<file path="src/common/mrps_pkg.sv">
// package for the master reset and pin strap block
package mrps_pkg;
  localparam int unsigned SYNC_STAGES = 3;
  localparam logic        IFACE_SERIAL = 1'b0;
  localparam logic        IFACE_2WIRE  = 1'b1;
  localparam logic [1:0]  RATIO_DEFAULT = 2'h0;
  localparam logic [1:0]  GAIN_DEFAULT  = 2'h0;

  typedef struct packed {
    logic [1:0] ratio_sel;
    logic [1:0] gain_sel;
    logic       boost;
  } mrps_straps_t;

  typedef struct packed {
    logic master_reset_or_ratio_sel_lo;
    logic conv_ready_or_gain_sel_hi;
    logic osc_out_or_iface_select;
    logic osc_in_or_gain_sel_lo;
    logic chip_select_or_boost;
    logic serial_in_or_ratio_sel_hi;
  } mrps_pins_t;

  typedef enum logic [2:0] {
    MRPS_ST_HOLD   = 3'h1,
    MRPS_ST_SAMPLE = 3'h2,
    MRPS_ST_RUN    = 3'h4
  } mrps_state_t;
endpackage

</file>
<file path="src/logic/mrps_core.sv">
// master reset, mode sampling and pin strap latching
// Function
// - serial mode: low reset holds whole chip
// - pin reset forces all registers to defaults except bias, the ready output copy (follows i_conv_ready_n) and the reset and mode synchronizers
// - serial traffic ignored while reset low
// - internal clock gate off during reset
// - reset state equals power-on state
// - bias kept on when clock runs
// - reset pin latched as low ratio select
// - ready pin becomes high gain select input
// - oscillator pin selects interface mode
// - chip select boost, serial in ratio high
// - modulator bitstream output in serial mode only, ready output off meanwhile
// - mode sampled after every reset kind
`timescale 1ns/1ps
module mrps_core
  import mrps_pkg::*;
(
  input  wire logic                i_clk,
  input  wire logic                i_nrst,
  input  wire mrps_pkg::mrps_pins_t i_pins,
  input  wire logic                i_watchdog_reset,
  input  wire logic                i_conv_ready_n,
  input  wire logic                i_modulator_bit,
  input  wire logic                i_modulator_en,
  output logic                     o_chip_reset_n,
  output logic                     o_clock_gate_en,
  output logic                     o_bias_en,
  output logic                     o_serial_enable,
  output logic                     o_iface_2wire,
  output mrps_pkg::mrps_straps_t   o_straps,
  output logic                     o_conv_ready_out,
  output logic                     o_conv_ready_oe,
  output logic                     o_modulator_bitstream_out,
  output logic                     o_modulator_oe
);
  import mrps_pkg::*;

  typedef struct packed {
    logic [SYNC_STAGES-1:0] rst_sync;
    logic [SYNC_STAGES-1:0] mode_sync;
    logic [SYNC_STAGES-1:0] ovr_sync;
    logic [SYNC_STAGES-1:0] gsh_sync;
    logic [SYNC_STAGES-1:0] gsl_sync;
    logic [SYNC_STAGES-1:0] bst_sync;
    logic [SYNC_STAGES-1:0] rsh_sync;
    mrps_state_t            state;
    logic                   iface;
    mrps_straps_t           straps;
    logic                   chip_rst_n;
    logic                   clk_gate;
    logic                   serial_en;
    logic                   dr_out;
    logic                   dr_oe;
    logic                   mod_out;
    logic                   mod_oe;
    logic                   bias;
  } mrps_core_t;

  mrps_core_t st;
  mrps_core_t next_st;

  function automatic logic agreed(input logic [SYNC_STAGES-1:0] s);
    agreed = s[SYNC_STAGES-1];
  endfunction

  function automatic logic [SYNC_STAGES-1:0] shift_in(
    input logic [SYNC_STAGES-1:0] s, input logic d);
    shift_in = {s[SYNC_STAGES-2:0], d};
  endfunction

  logic pin_reset_n;
  logic strap_now;

  ////////////////////////////////////////////////////////////////////////////
  // next state; the watchdog relatch wins over the reset pin
  always_comb begin
    next_st = st;
    next_st.rst_sync  = shift_in(st.rst_sync, i_pins.master_reset_or_ratio_sel_lo);
    next_st.mode_sync = shift_in(st.mode_sync, i_pins.osc_out_or_iface_select);
    next_st.ovr_sync  = shift_in(st.ovr_sync, i_pins.master_reset_or_ratio_sel_lo);
    next_st.gsh_sync  = shift_in(st.gsh_sync, i_pins.conv_ready_or_gain_sel_hi);
    next_st.gsl_sync  = shift_in(st.gsl_sync, i_pins.osc_in_or_gain_sel_lo);
    next_st.bst_sync  = shift_in(st.bst_sync, i_pins.chip_select_or_boost);
    next_st.rsh_sync  = shift_in(st.rsh_sync, i_pins.serial_in_or_ratio_sel_hi);
    // reset pin counts only in serial mode; in 2-wire mode it is a strap
    pin_reset_n = (st.iface == IFACE_2WIRE) ||
                  (st.rst_sync[SYNC_STAGES-1] | st.rst_sync[SYNC_STAGES-2]);
    if (st.rst_sync[SYNC_STAGES-1] != st.rst_sync[SYNC_STAGES-2]) begin
      pin_reset_n = (st.iface == IFACE_2WIRE) || st.chip_rst_n;
    end
    strap_now = 1'b0;
    case (st.state)
      MRPS_ST_HOLD: begin
        // stay held for as long as the pin is low, not just one pass
        if (pin_reset_n) begin
          next_st.state = MRPS_ST_SAMPLE;
        end
      end
      MRPS_ST_SAMPLE: begin
        next_st.iface = agreed(st.mode_sync);
        strap_now     = (agreed(st.mode_sync) == IFACE_2WIRE);
        next_st.state = MRPS_ST_RUN;
      end
      MRPS_ST_RUN: begin
        if (i_watchdog_reset) begin
          next_st.state = MRPS_ST_SAMPLE;
          strap_now     = (st.iface == IFACE_2WIRE);
        end else if (!pin_reset_n) begin
          next_st = '0;
          next_st.rst_sync  = st.rst_sync;
          next_st.mode_sync = st.mode_sync;
          next_st.state     = MRPS_ST_HOLD;
        end
      end
      default: begin
        next_st.state = MRPS_ST_HOLD;
      end
    endcase
    if (strap_now) begin
      next_st.straps.ratio_sel = {agreed(st.rsh_sync), agreed(st.ovr_sync)};
      next_st.straps.gain_sel  = {agreed(st.gsh_sync), agreed(st.gsl_sync)};
      next_st.straps.boost     = agreed(st.bst_sync);
    end
    next_st.chip_rst_n = (next_st.state == MRPS_ST_RUN);
    next_st.clk_gate   = (next_st.state == MRPS_ST_RUN);
    next_st.serial_en  = (next_st.state == MRPS_ST_RUN) &&
                         (next_st.iface == IFACE_SERIAL);
    // ready pin is only driven in serial mode and when the bitstream is off
    next_st.dr_oe   = next_st.serial_en && !i_modulator_en;
    next_st.dr_out  = i_conv_ready_n;
    next_st.mod_oe  = next_st.serial_en && i_modulator_en;
    next_st.mod_out = next_st.mod_oe && i_modulator_bit;
    // bias drops only with power; a pin reset keeps it on while the clock runs
    next_st.bias    = 1'b1;
  end

  ////////////////////////////////////////////////////////////////////////////

  always_ff @(posedge i_clk or negedge i_nrst) begin
    if (!i_nrst) begin
      st <= '0;
      // reset pin idles high; starting low would fake a pin reset after power-on
      st.rst_sync <= '1;
      st.state  <= MRPS_ST_HOLD;
      st.straps <= '{ratio_sel: RATIO_DEFAULT, gain_sel: GAIN_DEFAULT, boost: 1'b0};
    end else begin
      st <= next_st;
    end
  end

  assign o_chip_reset_n           = st.chip_rst_n;
  assign o_clock_gate_en          = st.clk_gate;
  // analog bias stays on through a pin reset, only lost without power
  assign o_bias_en                = st.bias;
  assign o_serial_enable          = st.serial_en;
  assign o_iface_2wire            = st.iface;
  assign o_straps                 = st.straps;
  assign o_conv_ready_out         = st.dr_out;
  assign o_conv_ready_oe          = st.dr_oe;
  assign o_modulator_bitstream_out = st.mod_out;
  assign o_modulator_oe           = st.mod_oe;

  ////////////////////////////////////////////////////////////////////////////
  chk_serial_off_reset: assert property (@(posedge i_clk) disable iff (!i_nrst)
    !o_chip_reset_n |-> !o_serial_enable) else $error("serial active in reset");
  chk_gate_follows_rst: assert property (@(posedge i_clk) disable iff (!i_nrst)
    o_clock_gate_en == o_chip_reset_n) else $error("clock gate mismatch");
  chk_pin_low_resets: assert property (@(posedge i_clk) disable iff (!i_nrst)
    (st.state == MRPS_ST_RUN && !pin_reset_n && !i_watchdog_reset) |=> !o_chip_reset_n)
    else $error("reset pin ignored");
  chk_release_sync: assert property (@(posedge i_clk) disable iff (!i_nrst)
    $rose(o_chip_reset_n) |-> $past(st.state) == MRPS_ST_SAMPLE)
    else $error("release not sequenced");
  chk_mode_sampled: assert property (@(posedge i_clk) disable iff (!i_nrst)
    st.state == MRPS_ST_SAMPLE |=> o_iface_2wire == $past(st.mode_sync[SYNC_STAGES-1]))
    else $error("mode not sampled");
  chk_straps_hold: assert property (@(posedge i_clk) disable iff (!i_nrst)
    st.state == MRPS_ST_RUN && !i_watchdog_reset && pin_reset_n |=> $stable(o_straps))
    else $error("straps moved");
  chk_mod_only_serial: assert property (@(posedge i_clk) disable iff (!i_nrst)
    o_modulator_oe |-> !o_iface_2wire && !o_conv_ready_oe)
    else $error("bitstream in 2-wire");
  chk_defaults_reset: assert property (@(posedge i_clk) disable iff (!i_nrst)
    (st.state == MRPS_ST_RUN && !pin_reset_n && !i_watchdog_reset) |=>
    (o_straps == '0 && !o_iface_2wire)) else $error("defaults not restored");
  chk_hold_while_low: assert property (@(posedge i_clk) disable iff (!i_nrst)
    (st.state == MRPS_ST_HOLD && !pin_reset_n) |=> (st.state == MRPS_ST_HOLD && !o_chip_reset_n))
    else $error("reset released while pin low");
  chk_bias_in_reset: assert property (@(posedge i_clk) disable iff (!i_nrst)
    $fell(o_chip_reset_n) |-> o_bias_en)
    else $error("bias dropped by pin reset");
  chk_hold_equals_por: assert property (@(posedge i_clk) disable iff (!i_nrst)
    (st.state == MRPS_ST_HOLD) |-> (o_straps == '0 && !o_iface_2wire && !o_serial_enable))
    else $error("hold state differs from power-on");
  chk_gate_is_run: assert property (@(posedge i_clk) disable iff (!i_nrst)
    o_clock_gate_en == (st.state == MRPS_ST_RUN))
    else $error("clock gate outside run");
  chk_ready_serial: assert property (@(posedge i_clk) disable iff (!i_nrst)
    o_conv_ready_oe |-> (o_serial_enable && !o_iface_2wire))
    else $error("ready pin driven in 2-wire");
  chk_serial_2w_off: assert property (@(posedge i_clk) disable iff (!i_nrst)
    o_iface_2wire |-> !o_serial_enable)
    else $error("serial port on in 2-wire");
  chk_pin_ignored_2w: assert property (@(posedge i_clk) disable iff (!i_nrst)
    (st.state == MRPS_ST_RUN && o_iface_2wire && !i_watchdog_reset) |=> o_chip_reset_n)
    else $error("reset pin acted in 2-wire");
  chk_ratio_relatch: assert property (@(posedge i_clk) disable iff (!i_nrst)
    (st.state == MRPS_ST_RUN && i_watchdog_reset && o_iface_2wire) |=>
    (o_straps.ratio_sel[0] == $past(st.ovr_sync[SYNC_STAGES-1])))
    else $error("ratio strap not relatched");
  chk_gain_relatch: assert property (@(posedge i_clk) disable iff (!i_nrst)
    (st.state == MRPS_ST_RUN && i_watchdog_reset && o_iface_2wire) |=>
    (o_straps.gain_sel[1] == $past(st.gsh_sync[SYNC_STAGES-1])))
    else $error("gain strap not relatched");
  chk_boost_relatch: assert property (@(posedge i_clk) disable iff (!i_nrst)
    (st.state == MRPS_ST_RUN && i_watchdog_reset && o_iface_2wire) |=>
    (o_straps.boost == $past(st.bst_sync[SYNC_STAGES-1])))
    else $error("boost strap not relatched");
  chk_mod_follows: assert property (@(posedge i_clk) disable iff (!i_nrst)
    o_modulator_oe |-> (o_modulator_bitstream_out == $past(i_modulator_bit)))
    else $error("bitstream does not follow bit");
  chk_sample_once: assert property (@(posedge i_clk) disable iff (!i_nrst)
    (st.state == MRPS_ST_SAMPLE) |=> (st.state == MRPS_ST_RUN))
    else $error("sample state lingers");
endmodule // mrps_core

</file>
<file path="config.mk">
export PLATFORM = sky130hd
export DESIGN_NAME = mrps_core
export DESIGN_NICKNAME = d
export VERILOG_FILES = /design/src/common/mrps_pkg.sv /design/src/logic/mrps_core.sv
export SDC_FILE = /design/constraint.sdc
export NUM_CORES = 1
export LEC_CHECK = 0
export BUFFER_PORTS_ARGS = -buffer_cell sky130_fd_sc_hd__buf_4
export CAP_MARGIN = 30
export CORE_UTILIZATION = 51
export CTS_BUF_LIST = sky130_fd_sc_hd__clkbuf_4 sky130_fd_sc_hd__clkbuf_8
export DETAILED_ROUTE_END_ITERATION = 6
export GPL_TIMING_DRIVEN = 0
export MAX_ROUTING_LAYER = met4
export PLACE_DENSITY_LB_ADDON = 0.25
export SKIP_CTS_REPAIR_TIMING = 1
export SLEW_MARGIN = 0
export SYNTH_ARGS = -nofsm -noshare
export SYNTH_HDL_FRONTEND = slang
export SYNTH_SLANG_ARGS = --single-unit
</file>
<file path="constraint.sdc">
create_clock -name i_clk -period 2 [get_ports i_clk]
set_input_delay 0.3 -clock i_clk [delete_from_list [all_inputs] [get_ports i_clk]]
set_output_delay 0.3 -clock i_clk [all_outputs]
set_load 0.1 [all_outputs]
</file>
==> summary.md <==
| Metric | Value |
|---|---|
| Total grt overflow | 0 |
| DRC viols | 0 |
| N_diodes | 0 |
| Relative slew slack | 63.9% |
| Slew @ Worst Pin | 0.535 ns |
| Clock skew | ~0.005 ns |
| Filler cells | approximately 200 |
| Total power | 2.56 mW |
| Min Tclk post-route | ~1.9 ns |
| CP Launch Type | flop |
| Die area | approximately 3200 um2 |
| Syn. warnings | 0 |
| Hold WC Path Type | in -> reg |
| Maximum vdd drop | around 1.4 mV |
| Placed Cells | ~170 |
| Core box area | around 2800 um2 |
| Final core utilization | 68.2% |
| Reg2Reg Depth | 6 |
| RD Place Congestion | between 0.6 and 0.7 |
| Pin count of the biggest net entering global routing | 38 |
| PwrDens | 1350 nW/um2 |
| Cells on Worst Hold Path | 1 |
| Final worst path period share | around 97% |
| Row Count | 19 |
| CP Data Arrival Time | about 2.2 ns |
| Worst EP required | between 2 and 2.5 ns |
| Most common cell after layout, fill and taps aside | buf_4 |
| Commonest non-fill, non-tap cells in the layout | buf_4, dfrtp_1, nor2b_1 |
| Bufs on Longest Clock Path | 2 |
| R2R Path End | st[32] |
| Crit path from | st[36] |
| Vias in the first global route | just over 900 |
| Root Driver | clkbuf_4 |
| Simple-gate share of the synthesized area | roughly an eighth |
| Total GRT Usage | 16.5% |
| Compound-Gate Fraction of Synth Area | approximately 7.9% |
| First-pass GRT wire length | around 3900 um |
| Max cap viols | 0 |
| Routed vias | a little under 1000 |
| Vert. Die Dim | roughly 56 um |
| FF-to-FF Start | st[36] |
| Die width | ~56 um |
| Final Hold Viols | 0 |
| Finished Layout Cells | roughly 190 |
| Critical Path Fanout Max | 8 |
| Antenna violations before repair | 0 |
| CTS Buf Count | 5 |
| Mean Syn Cell Area | roughly 13 um2 |
| Final WL | approximately 2400 um |
| Leak | 0.911 nW |
| Final slew viol count | 0 |
| Synthesized area | roughly 1500 um2 |
| R2R Setup Slk | about 0.064 ns |
| # IOs | 26 |
| Sequential area share after synthesis | about three fifths |
| Seq cells post-synth | 37 |
| CP Class | reg -> reg |
| Via-per-instance ratio | between 5 and 6 |
| Average routed wire per standard cell | between 10 and 15 um |
| Setup violations, final | 0 |
| TritonCTS clock tree | done |
| Unique masters post-synth | 29 |
| CP Capture Type | flop |
| Hold EP | o_conv_ready_out |
| Max Fclk | 517 MHz |
| Clock H-tree levels | 2 |
| Cells after Synth | about 120 |
| Clock Latency Late Sink | ~0.32 ns |
| Total Nets Final | about 170 |
| RSZ-0062 raised after global routing | yes |
| Multiplexer share of the synthesized area | ~8.5% |
| Synth Area in Adders | less than 1% |
| ANT nets after route | 0 |
| Share of cells above drive strength 1 | between 40 and 50% |
| DPL Wire Length | roughly 1600 um |
| Port Buffers | 25 |
| Design Area, Final | ~1900 um2 |
| DRT Pass-1 Iters | 4 |
| Initial Utilization | roughly 54% |
| Hold_sp | i_conv_ready_n |
| DR iter-0 viols | 15 |
| Layout area overhead | 25.7% |
| Status | finished clean |
| Largest family of logic cells by synthesized area | simple AND/OR/NAND/NOR gates |
| Clock-pin slew on the worst setup and hold paths | about 0.10 ns |
| Synth Area in XOR/XNOR | 0% |
| Post-Syn Nets | approximately 130 |
| Sink Count | 37 |
| Placed cell area | 1740 um2 |
-- synth_stat cells (all sizes together) --
cell	count	area share, %
nand3b	2	1.0
mux2i	6	4.0
or3b	1	0.58
nand2	3	0.75
and2	1	0.42
o311ai	1	0.58
o211a	1	0.66
a211oi	3	1.5
buf	10	4.9
a21o	1	0.50
or4b	1	0.66
nor4b	1	0.58
o41ai	6	3.5
ha	1	0.83
clkbuf	3	0.75
nor4	1	1.4
mux2	6	4.5
dfstp	4	7.0
inv	9	2.2
o31ai	1	0.50
nor3b	1	0.50
dfrtp	33	55
nor2	1	0.25
a21oi	2	0.66
nand4b	1	0.58
nor2b	15	6.2
conb	1	0.25
-- registers in the layout, summed over array words and instances, names as in the netlist --
name and count:
o_bias_en 1, o_clock_gate_en 1, o_conv_ready_oe 1, o_conv_ready_out 1, o_iface_2wire 1, o_modulator_bitstream_out 1, o_modulator_oe 1, o_serial_enable 1
o_straps 5, st 24
-- logic make-up (layout without fill, tap and decap cells) --
logic type | Yosys count | in the layout
AO/OA/AOI/OAI | 15 | 15
adder cells (fa/ha/maj) | 1 | 1
buffers and inverters | 22 | 63
flip-flops | 37 | 37
multiplexers | 12 | 12
other | 1 | 1
AND/OR/NAND/NOR | 28 | 28
-- worst max path at each step --
stage	end	slack [ns]	cells after the start
6_report	st[32]	0.06	6
5_1_grt	st[32]	-0.02	6
2_1_floorplan	o_straps[0]	0.004	5
3_5_place_dp	st[32]	-0.16	5
4_1_cts	st[32]	-0.17	5
3_3_place_gp	st[32]	-0.09	6
-- cell type report --
cell class | instances | area, um2 | area share, %
Sequential cell | 37 | 935 | 49.3
Clock buffer | 5 | 37.5 | 1.98
Multi-Input combinational cell | 57 | 489 | 25.8
Buffer | 12 | 86.3 | 4.55
Tap cell | 31 | 38.8 | 2.05
Clock inverter | 3 | 17.5 | 0.924
Inverter | 9 | 33.8 | 1.78
Timing Repair Buffer | 34 | 258 | 13.6
-- metrics by stage --
step	setup TNS, ns	worst slack (ns)	hold slack [ns]
detailed placement	-1.13	-0.158	0.278
floorplan	0	0.00392	0.00441
global route	-0.0468	-0.0243	0.0596
global placement	-0.585	-0.0900	0.274
CTS	-1.40	-0.168	-0.0901
finish	0	0.0643	0.0773
-- report_power, final --
part	switching, mW	internal [mW]	total [mW]
clock	0.229	0.133	0.361
combinational	0.860	0.353	1.21
sequential	0.0925	0.895	0.988
-- worst max-delay path, cell delays in order (launching register included) --
cell	delay (ns)
dfstp_2	0.55
inv_2	0.05
ha_4	0.24
and2_4	0.16
nor4_4	0.32
buf_6	0.19
mux2_2	0.33
-- layer usage --
layer | share of wire [%] | GRT usage, % | wire length (um)
met5 | 0 | - | 0
met4 | 0.68 | 7.67 | 16
met3 | 4.1 | 3.92 | 96
met2 | 53 | 26.7 | 1250
met1 | 42 | 19.6 | 999
No activity file was read; power rests on OpenSTA's default activity.
